==> config.mk <==
export PLATFORM = sky130hd
export DESIGN_NAME = lpcc_top
export DESIGN_NICKNAME = d
export VERILOG_FILES = /design/src/lpcc_pkg.sv /design/src/lpcc_pwm_chan.sv /design/src/lpcc_i2c_slave.sv /design/src/lpcc_top.sv
export SDC_FILE = /design/constraint.sdc
export NUM_CORES = 1
export LEC_CHECK = 0
export ABC_AREA = 1
export BUFFER_PORTS_ARGS = -buffer_cell sky130_fd_sc_hd__buf_2
export CELL_PAD_IN_SITES_DETAIL_PLACEMENT = 0
export CELL_PAD_IN_SITES_GLOBAL_PLACEMENT = 1
export CORE_MARGIN = 1
export CORE_UTILIZATION = 50
export DETAILED_ROUTE_END_ITERATION = 6
export PLACE_DENSITY_LB_ADDON = 0.1
export REMOVE_ABC_BUFFERS = 1
export SETUP_SLACK_MARGIN = 0.05
export SYNTH_ARGS = -nofsm -noshare
export SYNTH_HDL_FRONTEND = slang
export SYNTH_SLANG_ARGS = --single-unit
==> constraint.sdc <==
create_clock -name ref_clk -period 24.8 [get_ports ref_clk]
set_clock_uncertainty 0.1 [all_clocks]
set_input_delay 1.24 -clock ref_clk [delete_from_list [all_inputs] [get_ports ref_clk]]
set_output_delay 1.24 -clock ref_clk [all_outputs]
set_load 0.05 [all_outputs]
==> src/lpcc_pkg.sv <==
// Shared constants and types for the LED PWM channel controller
package lpcc_pkg;

  localparam int          NUM_CH        = 12;
  // Register offsets
  localparam logic [7:0] OFS_CTRL      = 8'h00;
  localparam logic [7:0] OFS_PWM_BASE  = 8'h07;
  localparam logic [7:0] OFS_SCALE     = 8'h4D;
  localparam logic [7:0] OFS_GCC       = 8'h6E;
  localparam logic [7:0] OFS_FDET      = 8'h71;
  localparam logic [7:0] OFS_FSTAT_LO  = 8'h72;
  localparam logic [7:0] OFS_FSTAT_HI  = 8'h73;
  localparam logic [7:0] OFS_SPREAD    = 8'h78;
  localparam logic [7:0] OFS_RESET     = 8'h7F;
  // Reset values and the soft reset key
  localparam logic [7:0] CTRL_RST      = 8'h00;
  localparam logic [7:0] BYTE_RST      = 8'h00;
  localparam logic [7:0] RESET_KEY     = 8'h00;
  // Control register fields
  localparam int          CTRL_SSD_BIT  = 0;
  localparam int          CTRL_RES_LSB  = 1;
  localparam int          CTRL_OSC_LSB  = 4;
  // Fault select codes
  localparam logic [1:0] FDET_SHORT    = 2'h2;
  localparam logic [1:0] FDET_OPEN     = 2'h3;
  // Fault status field positions
  localparam int          FSTAT_LO_LSB  = 3;
  localparam int          FSTAT_LO_N    = 5;
  // Spread register field
  localparam int          SPREAD_RNG_LSB = 2;
  // PWM counter tops per resolution code
  localparam logic [15:0] TOP_8         = 16'h00FF;
  localparam logic [15:0] TOP_10        = 16'h03FF;
  localparam logic [15:0] TOP_12        = 16'h0FFF;
  localparam logic [15:0] TOP_16        = 16'hFFFF;
  // Device address on the serial bus
  localparam logic [6:0] DEV_ADDR_RST  = 7'h34;

  typedef struct packed {
    logic       valid;
    logic [7:0] addr;
    logic [7:0] data;
  } lpcc_wr_t;

endpackage

==> src/lpcc_pwm_chan.sv <==
// One PWM output stage comparing the shared counter with a duty value
`timescale 1ns/1ps
module lpcc_pwm_chan
  import lpcc_pkg::*;
(
  input  wire logic        clk,     // system clock
  input  wire logic        rst,     // async reset, high
  input  wire logic [15:0] count,   // shared PWM counter
  input  wire logic [15:0] duty,    // masked duty value
  input  wire logic        enable,  // current source allowed on
  output logic             onOut    // channel sink on
);

  always_ff @(posedge clk or posedge rst) begin
    if (rst) begin
      onOut <= 1'b0;
    end else begin
      onOut <= enable && (count < duty);
    end
  end

endmodule // lpcc_pwm_chan

==> src/lpcc_i2c_slave.sv <==
// Serial register-access slave with pointer auto-increment
`timescale 1ns/1ps
module lpcc_i2c_slave
  import lpcc_pkg::*;
(
  input  wire logic       clk,      // system clock
  input  wire logic       rst,      // async reset, high
  input  wire logic       ifReset,  // interface-only reset pulse
  input  wire logic [6:0] devAddr,  // own 7-bit address
  input  wire logic       scl,      // serial clock in
  input  wire logic       sdaIn,    // serial data in
  output logic            sdaOut,   // serial data out level
  output logic            sdaOe,    // pull data line low
  output lpcc_wr_t        wr,       // register write pulse
  output logic [7:0]      rdAddr,   // register read pointer
  input  wire logic [7:0] rdData    // register read data
);

  typedef enum logic [6:0] {
    S_IDLE = 7'h01, S_ADDR = 7'h02, S_AACK = 7'h04, S_WR = 7'h08,
    S_WACK = 7'h10, S_RD   = 7'h20, S_RACK = 7'h40
  } lpcc_i2c_st_t;

  lpcc_i2c_st_t st_r;
  logic         sclQ_r;
  logic         sdaQ_r;
  logic [7:0]   sh_r;
  logic [3:0]   cnt_r;
  logic         rw_r;
  logic         first_r;
  logic         nack_r;
  logic [7:0]   ptr_r;
  logic         sclRise;
  logic         sclFall;
  logic         startC;
  logic         stopC;

  assign sclRise = scl & ~sclQ_r;
  assign sclFall = ~scl & sclQ_r;
  assign startC  = scl & sclQ_r & sdaQ_r & ~sdaIn;
  assign stopC   = scl & sclQ_r & ~sdaQ_r & sdaIn;
  assign rdAddr  = ptr_r;

  always_ff @(posedge clk or posedge rst) begin
    if (rst) begin
      sclQ_r <= 1'b1;
      sdaQ_r <= 1'b1;
      sdaOut <= 1'b0;
    end else begin
      sclQ_r <= scl;
      sdaQ_r <= sdaIn;
      sdaOut <= 1'b0;
    end
  end

  always_ff @(posedge clk or posedge rst) begin
    if (rst) begin
      st_r    <= S_IDLE;
      sh_r    <= 8'h00;
      cnt_r   <= 4'h0;
      rw_r    <= 1'b0;
      first_r <= 1'b0;
      nack_r  <= 1'b0;
      ptr_r   <= 8'h00;
      sdaOe   <= 1'b0;
      wr      <= '0;
    end else if (ifReset) begin
      st_r    <= S_IDLE;
      cnt_r   <= 4'h0;
      sdaOe   <= 1'b0;
      wr      <= '0;
    end else begin
      wr.valid <= 1'b0;
      if (startC) begin
        st_r  <= S_ADDR;
        cnt_r <= 4'h0;
        sdaOe <= 1'b0;
      end else if (stopC) begin
        st_r  <= S_IDLE;
        sdaOe <= 1'b0;
      end else begin
        case (st_r)
          S_IDLE: begin
          end
          S_ADDR, S_WR: begin
            if (sclRise && cnt_r < 4'h8) begin
              sh_r  <= {sh_r[6:0], sdaIn};
              cnt_r <= cnt_r + 4'h1;
            end else if (sclFall && cnt_r == 4'h8) begin
              cnt_r <= 4'h0;
              if (st_r == S_ADDR) begin
                if (sh_r[7:1] == devAddr) begin
                  st_r    <= S_AACK;
                  sdaOe   <= 1'b1;
                  rw_r    <= sh_r[0];
                  first_r <= 1'b1;
                end else begin
                  st_r <= S_IDLE;
                end
              end else begin
                st_r  <= S_WACK;
                sdaOe <= 1'b1;
                if (first_r) begin
                  ptr_r   <= sh_r;
                  first_r <= 1'b0;
                end else begin
                  wr.valid <= 1'b1;
                  wr.addr  <= ptr_r;
                  wr.data  <= sh_r;
                  ptr_r    <= ptr_r + 8'h01;
                end
              end
            end
          end
          S_AACK, S_RACK: begin
            if (sclRise) begin
              nack_r <= sdaIn;
            end
            if (sclFall) begin
              if (st_r == S_RACK && nack_r) begin
                st_r  <= S_IDLE;
                sdaOe <= 1'b0;
              end else if (rw_r) begin
                st_r  <= S_RD;
                sdaOe <= ~rdData[7];
                sh_r  <= {rdData[6:0], 1'b0};
                cnt_r <= 4'h1;
              end else begin
                st_r  <= S_WR;
                sdaOe <= 1'b0;
              end
            end
          end
          S_WACK: begin
            if (sclFall) begin
              st_r  <= S_WR;
              sdaOe <= 1'b0;
            end
          end
          S_RD: begin
            if (sclFall) begin
              if (cnt_r == 4'h8) begin
                st_r  <= S_RACK;
                sdaOe <= 1'b0;
                ptr_r <= ptr_r + 8'h01;
              end else begin
                sdaOe <= ~sh_r[7];
                sh_r  <= {sh_r[6:0], 1'b0};
                cnt_r <= cnt_r + 4'h1;
              end
            end
          end
          default: begin
            st_r  <= S_IDLE;
            sdaOe <= 1'b0;
          end
        endcase
      end
    end
  end

endmodule // lpcc_i2c_slave

==> src/lpcc_top.sv <==
// Twelve-channel LED PWM controller with serial register access
`timescale 1ns/1ps
module lpcc_top
  import lpcc_pkg::*;
(
  input  wire logic            ref_clk,         // 10 MHz clock
  input  wire logic            rst,             // async reset, high
  input  wire logic            hw_shutdown_n,   // shutdown pin, low = off
  input  wire logic [6:0]      devAddr,         // serial device address
  input  wire logic            scl,             // serial clock
  input  wire logic            sdaIn,           // serial data in
  output logic                 sdaOut,          // serial data out level
  output logic                 sdaOe,           // pull serial data low
  input  wire logic [11:0]     ledOpenDet,      // per-channel open sense
  input  wire logic [11:0]     ledShortDet,     // per-channel short sense
  output logic [11:0]          chanOn,          // channel sink enables
  output logic [11:0][7:0]     channel_current_scale, // per-channel scale
  output logic [7:0]           global_current,  // global current value
  output logic                 analogEn,        // analog blocks enabled
  output logic [1:0]           spread_range,    // spread range code
  output logic                 spreadEn         // spread spectrum on
);

  lpcc_wr_t          wr;
  logic [7:0]        rdAddr;
  logic [7:0]        rdData;
  logic [7:0]        ctrl_r;
  logic [11:0][7:0]  pwmLo_r;
  logic [11:0][7:0]  pwmHi_r;
  logic [11:0][7:0]  scale_r;
  logic [7:0]        gcc_r;
  logic [1:0]        fault_detect_sel;
  logic [11:0]       faultStat_r;
  logic [7:0]        spread_r;
  logic              hwQ_r;
  logic              ifRst_r;
  logic              softRst;
  logic              sw_shutdown_ctl;
  logic [1:0]        duty_resolution_sel;
  logic [2:0]        osc_freq_sel;
  logic [6:0]        oscDiv_r;
  logic [6:0]        divMask;
  logic              tick;
  logic [15:0]       pwmCnt_r;
  logic [15:0]       topVal;
  logic [11:0]       chanOnInt;
  logic              drive;

  assign sw_shutdown_ctl     = ctrl_r[CTRL_SSD_BIT];
  assign duty_resolution_sel = ctrl_r[CTRL_RES_LSB +: 2];
  assign osc_freq_sel        = ctrl_r[CTRL_OSC_LSB +: 3];
  assign drive = sw_shutdown_ctl & hw_shutdown_n;
  assign softRst = wr.valid && wr.addr == OFS_RESET
                   && wr.data == RESET_KEY
                   && hw_shutdown_n && sw_shutdown_ctl;

  // Serial interface reset on shutdown pin release
  always_ff @(posedge ref_clk or posedge rst) begin
    if (rst) begin
      hwQ_r   <= 1'b1;
      ifRst_r <= 1'b0;
    end else begin
      hwQ_r   <= hw_shutdown_n;
      ifRst_r <= hw_shutdown_n & ~hwQ_r;
    end
  end

  lpcc_i2c_slave u_i2c (
    .clk     (ref_clk),
    .rst     (rst),
    .ifReset (ifRst_r),
    .devAddr (devAddr),
    .scl     (scl),
    .sdaIn   (sdaIn),
    .sdaOut  (sdaOut),
    .sdaOe   (sdaOe),
    .wr      (wr),
    .rdAddr  (rdAddr),
    .rdData  (rdData)
  );

  // Register file; no shutdown term here keeps contents
  always_ff @(posedge ref_clk or posedge rst) begin
    if (rst) begin
      ctrl_r           <= CTRL_RST;
      pwmLo_r          <= '0;
      pwmHi_r          <= '0;
      scale_r          <= '0;
      gcc_r            <= BYTE_RST;
      fault_detect_sel <= 2'h0;
      spread_r         <= BYTE_RST;
    end else if (softRst) begin
      ctrl_r           <= CTRL_RST;
      pwmLo_r          <= '0;
      pwmHi_r          <= '0;
      scale_r          <= '0;
      gcc_r            <= BYTE_RST;
      fault_detect_sel <= 2'h0;
      spread_r         <= BYTE_RST;
    end else if (wr.valid) begin
      for (int i = 0; i < NUM_CH; i++) begin
        if (wr.addr == OFS_PWM_BASE + 8'(2 * i)) begin
          pwmLo_r[i] <= wr.data;
        end
        if (wr.addr == OFS_PWM_BASE + 8'(2 * i + 1)) begin
          pwmHi_r[i] <= wr.data;
        end
        if (wr.addr == OFS_SCALE + 8'(i)) begin
          scale_r[i] <= wr.data;
        end
      end
      case (wr.addr)
        OFS_CTRL:   ctrl_r           <= wr.data;
        OFS_GCC:    gcc_r            <= wr.data;
        OFS_FDET:   fault_detect_sel <= wr.data[1:0];
        OFS_SPREAD: spread_r         <= wr.data;
        default: begin
        end
      endcase
    end
  end

  // Fault capture on entry into a detect code from code 0
  always_ff @(posedge ref_clk or posedge rst) begin
    if (rst) begin
      faultStat_r <= 12'h000;
    end else if (softRst) begin
      faultStat_r <= 12'h000;
    end else if (wr.valid && wr.addr == OFS_FDET
                 && fault_detect_sel == 2'h0) begin
      if (wr.data[1:0] == FDET_SHORT) begin
        faultStat_r <= ledShortDet;
      end else if (wr.data[1:0] == FDET_OPEN) begin
        faultStat_r <= ledOpenDet;
      end
    end
  end

  // Register read mux
  always_comb begin
    rdData = 8'h00;
    for (int i = 0; i < NUM_CH; i++) begin
      if (rdAddr == OFS_PWM_BASE + 8'(2 * i)) begin
        rdData = pwmLo_r[i];
      end
      if (rdAddr == OFS_PWM_BASE + 8'(2 * i + 1)) begin
        rdData = pwmHi_r[i];
      end
      if (rdAddr == OFS_SCALE + 8'(i)) begin
        rdData = scale_r[i];
      end
    end
    case (rdAddr)
      OFS_CTRL:     rdData = ctrl_r;
      OFS_GCC:      rdData = gcc_r;
      OFS_FDET:     rdData = {6'h00, fault_detect_sel};
      OFS_FSTAT_LO: rdData = {faultStat_r[FSTAT_LO_N-1:0], 3'h0};
      OFS_FSTAT_HI: rdData = {1'b0, faultStat_r[11:FSTAT_LO_N]};
      OFS_SPREAD:   rdData = spread_r;
      default: begin
      end
    endcase
  end

  // Frequency divider and resolution-dependent counter top
  always_comb begin
    divMask = 7'((8'h01 << osc_freq_sel) - 8'h01);
    case (duty_resolution_sel)
      2'h0:    topVal = TOP_8;
      2'h1:    topVal = TOP_10;
      2'h2:    topVal = TOP_12;
      2'h3:    topVal = TOP_16;
      default: topVal = TOP_8;
    endcase
  end

  assign tick = ((oscDiv_r & divMask) == divMask);

  always_ff @(posedge ref_clk or posedge rst) begin
    if (rst) begin
      oscDiv_r <= 7'h00;
    end else begin
      oscDiv_r <= tick ? 7'h00 : oscDiv_r + 7'h01;
    end
  end

  always_ff @(posedge ref_clk or posedge rst) begin
    if (rst) begin
      pwmCnt_r <= 16'h0000;
    end else if (tick) begin
      pwmCnt_r <= (pwmCnt_r >= topVal) ? 16'h0000 : pwmCnt_r + 16'h0001;
    end
  end

  for (genvar g = 0; g < NUM_CH; g++) begin : gCh
    lpcc_pwm_chan u_ch (
      .clk    (ref_clk),
      .rst    (rst),
      .count  (pwmCnt_r),
      .duty   ({pwmHi_r[g], pwmLo_r[g]} & topVal),
      .enable (drive),
      .onOut  (chanOnInt[g])
    );
  end

  // Output stage
  always_ff @(posedge ref_clk or posedge rst) begin
    if (rst) begin
      chanOn                <= 12'h000;
      channel_current_scale <= '0;
      global_current        <= 8'h00;
      analogEn              <= 1'b0;
      spread_range          <= 2'h0;
      spreadEn              <= 1'b0;
    end else begin
      chanOn                <= chanOnInt & {NUM_CH{drive}};
      channel_current_scale <= scale_r;
      global_current        <= gcc_r;
      analogEn              <= hw_shutdown_n;
      spread_range          <= spread_r[SPREAD_RNG_LSB +: 2];
      spreadEn              <= spread_r[4];
    end
  end

endmodule // lpcc_top

==> results of run 1 <==
-- layout make-up --
type	instances	area [sq um]
inverter	427	1630
tap	748	936
fill	5128	23700
antenna	1	2.50
clock inverter	33	419
sequential	533	13300
timing repair buffer	197	1100
clock buffer	71	1570
multi-input combinational	2431	12700
-- report_power, final --
group          switching [uW]  internal, uW  total, uW
sequential               15.3           879        894
clock                     371           541        912
combinational            51.9          20.4       72.3
total                     438          1440       1880
-- metrics by stage --
| step | hold slack [ns] | cell area, sq um |
|---|---|---|
| 6_report | 0.296 | 31700 |
| 5_1_grt | 0.312 | 31700 |
| 4_1_cts | 0.294 | 31700 |
| 3_5_place_dp | 0.288 | 29700 |
| 3_3_place_gp | 0.290 | 29700 |
| 2_1_floorplan | 0.267 | 27700 |
-- cells by family (layout without fill, tap and decap cells) --
group	Yosys count	count (layout)	synth area share, %
XOR/XNOR	12	12	0.373
AND/OR/NAND/NOR	1482	1482	21.5
adder cells (fa/ha/maj)	197	197	8.74
AO/OA/AOI/OAI	726	726	14.0
other	1	2	0.0133
flip-flops	533	533	47.3
buffers and inverters	550	728	7.55
multiplexers	13	13	0.519
-- path summary, 6_finish.rpt --
path | from | endpoint | slack [ns] | cells past startpoint
worst max-delay path | u_i2c.rdAddr[1] | u_i2c.sh_r[6] | 20.06 | 48
worst min-delay path | scale_r[8] | channel_current_scale[8] | 0.30 | 0
worst max register to register | u_i2c.rdAddr[1] | u_i2c.sh_r[6] | 20.06 | 48
worst min register to register | scale_r[8] | channel_current_scale[8] | 0.30 | 0
max in group asynchronous | rst | scale_r[89] | 21.70 | 4
min in group asynchronous | rst | pwmHi_r[35] | 0.59 | 2
-- cells in the mapped netlist (10+ instances only) --
library cell	instances
nor3_1	40
o221ai_1	10
nand2_1	1079
mux2_2	13
o21ai_0	432
nand3_1	66
nor2_1	190
a211oi_1	10
clkbuf_1	106
ha_1	197
nor4_1	15
a21oi_1	163
inv_1	396
a31oi_1	15
o21ai_1	16
nand4_1	51
o211ai_1	10
o22ai_1	11
dfrtp_1	529
inv_2	27
-- flip-flops by register name (all words and copies together) (netlist names), 12 cells and up --
| register | cells |
|---|---|
| u_i2c.wr | 17 |
| channel_current_scale | 96 |
| chanOn | 12 |
| pwmLo_r | 96 |
| pwmCnt_r | 16 |
| faultStat_r | 12 |
| gCh.u_ch.onOut | 12 |
| scale_r | 96 |
| pwmHi_r | 96 |
-- per-layer routing --
layer | global-route usage [%] | up-vias | part of all wire, %
li1 | - | 11700 | -
met1 | 49.6 | 12200 | 45
met2 | 53.3 | 893 | 44
met3 | 4.98 | 157 | 7.5
met4 | 11.4 | 0 | 3.1
met5 | 0 | - | 0
-- layout by cell type (no fill, tap or decap), types with 5 or more instances in the layout --
master	netlist	layout
nor4_1	15	15
o22ai_1	11	11
buf_2	9	156
mux2_2	13	13
clkbuf_8	0	9
a21oi_1	163	163
buf_4	3	40
nor2_1	190	190
a21o_1	8	8
bufinv_16	0	9
o21a_1	8	8
or2_2	9	9
nor2_2	5	5
clkbuf_1	106	5
xor2_1	9	9
nor3_1	40	40
o21ai_1	16	16
inv_1	396	395
nand2_1	1079	1079
a221oi_1	7	7
ha_1	197	197
clkbuf_16	0	57
nand4_1	51	51
nand3_1	66	66
a211oi_1	10	10
clkinv_2	0	15
a211o_1	8	8
o211ai_1	10	10
o221ai_1	10	10
o21ai_0	432	432
dfrtp_1	529	528
inv_2	27	27
a31oi_1	15	15
==> results.yml, run 1 <==
place:
  buffer_ports.inserted: 156
  dp_cells: 4336
  dp_hpwl_mm: 66.1
  detailedPlace.worstSlack_ns: 20.19
  gp_routability_congestion: 0.937
synth:
  synth_ff_type: "dfrtp_1"
  async_reset_ff_share_pct: 100
  synth_top_area_share_pct: 46.9
  synth-seq-area-share_pct: 47.3
  post_synth_instance_area_sq_um: 28200
  post_synth_num_cell_types: 65
  synthDominantAreaCellType: "dfrtp_1"
  netlist_instances: 3514
  synth_seq_cells: 533
  synth.top_cells.by_area: "dfrtp_1 (47%), nand2_1 (14%), ha_1 (8.7%)"
  synth_area_per_cell_sq_um: 8.03
  synth_enable_flop_cells: 0
  yosys_warnings: 0
floorplanning:
  design.die.area_sq_um: 57400
  top_level_ports: 158
  die_height_um: 239
  core.rowCount: 86
  floorplan.core_area_sq_um: 55400
  dieWidth_um: 239
  floorplan.initialDensity_pct: 50.9
routing:
  via_per_inst: 5.61
  routed_wirelength_mm: 96.7
  drt_first_iter_violations: 2542
  dr_drc_count: 0
  first_pass_iters: 5
  ant_nets: 0
  vias: 24900
  detail_route.wl_per_cell_um: 21.8
cells_and_area:
  synthToLayoutAreaGrowth_pct: 12.5
  fin_util_pct: 57.3
  final_nets: 3880
  drive_above_1_share_pct: 10.2
  post_layout_nonfiller_instances: 4441
global_routing:
  number_of_antenna_violations_at_the_first_check_in_global_routing: 0
  grt_start_max_net_pins: 152
  grt_overflow: 0
  grt_pass1_wl_mm: 147
  grt_util_all_layers_pct: 34.5
  number_of_global_route_vias_before_repair: 24000
hold_path:
  min-delay-path-class: "register to register"
timing:
  worst-slew-pin-transition_ns: 1.41
  final.period_utilization_pct: 19.1
  period_minus_slack_ns: 4.74
  grt_setup_unrepaired: "no"
  post-route-worst-setup-slack_ns: 20.06
  timing.fmax_mhz: 211
  timing.final.max_slew_violations: 0
  fin_setup_tns_ns: 0
  finalHoldViolations: 0
  slew_headroom_pct: 5.54
  setup_viol: 0
clock_tree:
  clock-root-buffer: "clkbuf_16"
  cts.clk_slew.worst_paths_ns: 0.07
  cts_hold_repair.buffers: 0
  clock_path_buffers: 3
  cts.htree.levels: 2
  clock_latency_ns: 0.64
  clock_tree_from_tritoncts: "yes"
  cts_num_sinks: 533
  cts-buffers-inserted: 57
  post-cts-setup-buffers: 0
  quantity_of_gates_resized_following_cts: 0
power_and_ir_drop:
  cellLeakagePower_uw: 0.0155
  power.density_cell_area_nw_per_um2: 59.2
  design_power_total_uw: 1880
  peakVddDrop_uv: 58.4
worst_setup_path:
  critical_path_source_type: "register"
  timing.critical_path.fanout_max: 11
  end_kind: "register"
  cp_data_required_time_ns: 25.26
  critical-path-slowest-cell: "dfrtp_1"
  worst_path_largest_cell_delay_ns: 0.40
  cp_data_arrival_time_ns: 5.19
  timing.setup.critical_path_class: "register to register"
  cpMostUsedCell: "nand2_1"
  timing.critical_path.max_delay_family: "simple AND/OR/NAND/NOR gates"
  critPathBufInv: 3
run:
  max_cap_violations: 0
outcome:
  outcome: "finished clean"
Power figures use the tool's default switching activity.
==> run 2, diff against run 1 <==
--- a/config.mk
+++ b/config.mk
@@ -10,7 +10,7 @@
 export CELL_PAD_IN_SITES_DETAIL_PLACEMENT = 0
 export CELL_PAD_IN_SITES_GLOBAL_PLACEMENT = 1
 export CORE_MARGIN = 1
-export CORE_UTILIZATION = 50
+export CORE_UTILIZATION = 42
 export DETAILED_ROUTE_END_ITERATION = 6
 export PLACE_DENSITY_LB_ADDON = 0.1
 export REMOVE_ABC_BUFFERS = 1
==> constraint.sdc (replaced) <==
create_clock -name ref_clk -period 4.2 [get_ports ref_clk]
set_clock_uncertainty 0.1 [all_clocks]
set_input_delay 0.21 -clock ref_clk [delete_from_list [all_inputs] [get_ports ref_clk]]
set_output_delay 0.21 -clock ref_clk [all_outputs]
set_load 0.05 [all_outputs]
==> results.yml, run 2 (synthesis gave the netlist of run 1 again) <==
global_routing:
  use_met3_pct: 3.85
  number_of_antenna_violations_at_the_first_check_in_global_routing: 4
  busiest_layer: "met2"
  grt_util_all_layers_pct: 30.9
  use_met1_pct: 44.2
  grt_overflow: 0
  use_met2_pct: 49.0
  grt_start_max_net_pins: 110
  number_of_global_route_vias_before_repair: 24500
  grt_pass1_wl_mm: 156
routing:
  routed_wirelength_mm: 104
  via_per_inst: 5.40
  dr_drc_count: 18
  drt_first_iter_violations: 2415
  detail_route.wl_per_cell_um: 22.3
  first_pass_iters: 7
  ant_nets: 0
  vias: 25200
worst_setup_path:
  reg2regPathDepth: 45
  regToRegSetupSlack_ns: -0.09
  end_kind: "register"
  timing.setup.critical_path_class: "register to register"
  critical_path_source_type: "register"
  cp_data_required_time_ns: 4.66
  cp-endpoint: "u_i2c.sh_r[6]"
  critical_path.startpoint: "u_i2c.rdAddr[1]"
  worst_r2r_startpoint: "u_i2c.rdAddr[1]"
  timing.critical_path.fanout_max: 8
  cp_data_arrival_time_ns: 4.76
  worst_path_largest_cell_delay_ns: 0.43
  critical_path.reg2reg.endpoint: "u_i2c.sh_r[6]"
  cpMostUsedCell: "nand2_1"
  critical-path-slowest-cell: "dfrtp_1"
timing:
  timing.final.max_slew_violations: 0
  timing.fmax_mhz: 233
  worst-slew-pin-transition_ns: 1.30
  finalHoldViolations: 0
  slew_headroom_pct: 12.6
  period_minus_slack_ns: 4.29
  final.period_utilization_pct: 102
  post-route-worst-setup-slack_ns: -0.0934
  fin_setup_tns_ns: -0.0934
  grt_setup_unrepaired: "yes"
  setup_viol: 1
cells_and_area:
  nFillCells: 6425
  synthToLayoutAreaGrowth_pct: 17.7
  post_layout_nonfiller_instances: 4677
  drive_above_1_share_pct: 14.1
  final_cell_mix: "nand2_1 (1050), dfrtp_1 (523), o21ai_0 (432), inv_1 (388), ha_1 (193)"
  commonest_non_fill_non_tap_cell_in_the_layout: "nand2_1"
  final_nets: 4000
clock_tree:
  clock_latency_ns: 0.65
  cts-buffers-inserted: 60
  cts.htree.levels: 2
  cts.clk_slew.worst_paths_ns: 0.07
  clock_tree_from_tritoncts: "yes"
  cts_num_sinks: 533
  clock-root-buffer: "clkbuf_16"
  clock_path_buffers: 3
hold_path:
  holdPathStages: 5
  min-delay-path-class: "primary input to register"
outcome:
  outcome: "finished, violations left"
  failed_checks: "design-rule violations, negative setup slack"
place:
  dp_cells: 4525
  dp_hpwl_mm: 71.8
  buffer_ports.inserted: 156
  gp_routability_congestion: 0.928
floorplanning:
  floorplan.core_area_sq_um: 66100
  floorplan.initialDensity_pct: 42.7
  design.die.area_sq_um: 68200
  core.rowCount: 94
  dieWidth_um: 261
  top_level_ports: 158
  die_height_um: 261
power_and_ir_drop:
  power.density_cell_area_nw_per_um2: 336
  design_power_total_uw: 11200
  peakVddDrop_uv: 269
  cellLeakagePower_uw: 0.0162
run:
  max_cap_violations: 0
-- run 2: worst min path at each step --
| stage | endpoint | start |
|---|---|---|
| floorplan | hwQ_r | hw_shutdown_n |
| global placement | u_i2c.sdaQ_r | sdaIn |
| detailed placement | u_i2c.sdaQ_r | sdaIn |
| CTS | u_i2c.st_r[2] | devAddr[2] |
| global route | u_i2c.st_r[2] | devAddr[2] |
| finish | u_i2c.st_r[2] | devAddr[2] |
-- run 2: layout make-up --
class	instances	area [sq um]	share of cell area, %
Sequential cell	533	13400	40.2
Multi-Input combinational cell	2431	13000	39.1
Timing Repair Buffer	314	2180	6.55
Clock buffer	75	1650	4.97
Inverter	427	1630	4.91
Tap cell	864	1080	3.26
Clock inverter	32	340	1.03
Antenna cell	1	2.50	0.00754
-- run 2: through the flow --
stage | area (sq um) | util (%) | worst slack, ns | hold WS [ns]
after global placement | 30500 | 46.2 | -0.158 | 0.258
after detailed placement | 30500 | 46.2 | -0.162 | 0.263
after CTS | 32900 | 49.8 | 0.0268 | 0.00675
after global routing | 33200 | 50.2 | -0.477 | 0.0550
after floorplan | 27700 | - | -11.00 | 0.114
final | 33200 | 50.2 | -0.0934 | 0.0217
-- run 2: power breakdown --
part           switching (uW)  leakage (uW)  internal [uW]
Sequential               96.6       0.00688           5190
Clock                    2260      0.000985           3090
Combinational             345       0.00829            173
-- run 2: layer usage --
layer	wire [um]	part of all wire (%)	up-vias
li1	-	-	11900
met1	48200	46	12300
met2	46900	45	796
met3	6130	5.9	154
met4	3250	3.1	0
met5	0	0	-
-- run 2: timing repair --
item / 4_1_cts / 5_1_grt
endpoints found under the hold margin: 118 / 0
buffers inserted: 9 / 6
endpoints found under the setup margin: 4 / 8
hold buffers: 29 / 0
pin swaps: 4 / 46
resized for setup: 19 / 55
-- run 2: critical path, delay by kind of cell (launching register included) --
kind	cells	cell delay [ns]
fa+ha+maj	1	0.13
buf+inv	6	0.68
compound gates	1	0.14
simple gates	37	2.71
flops	1	0.43
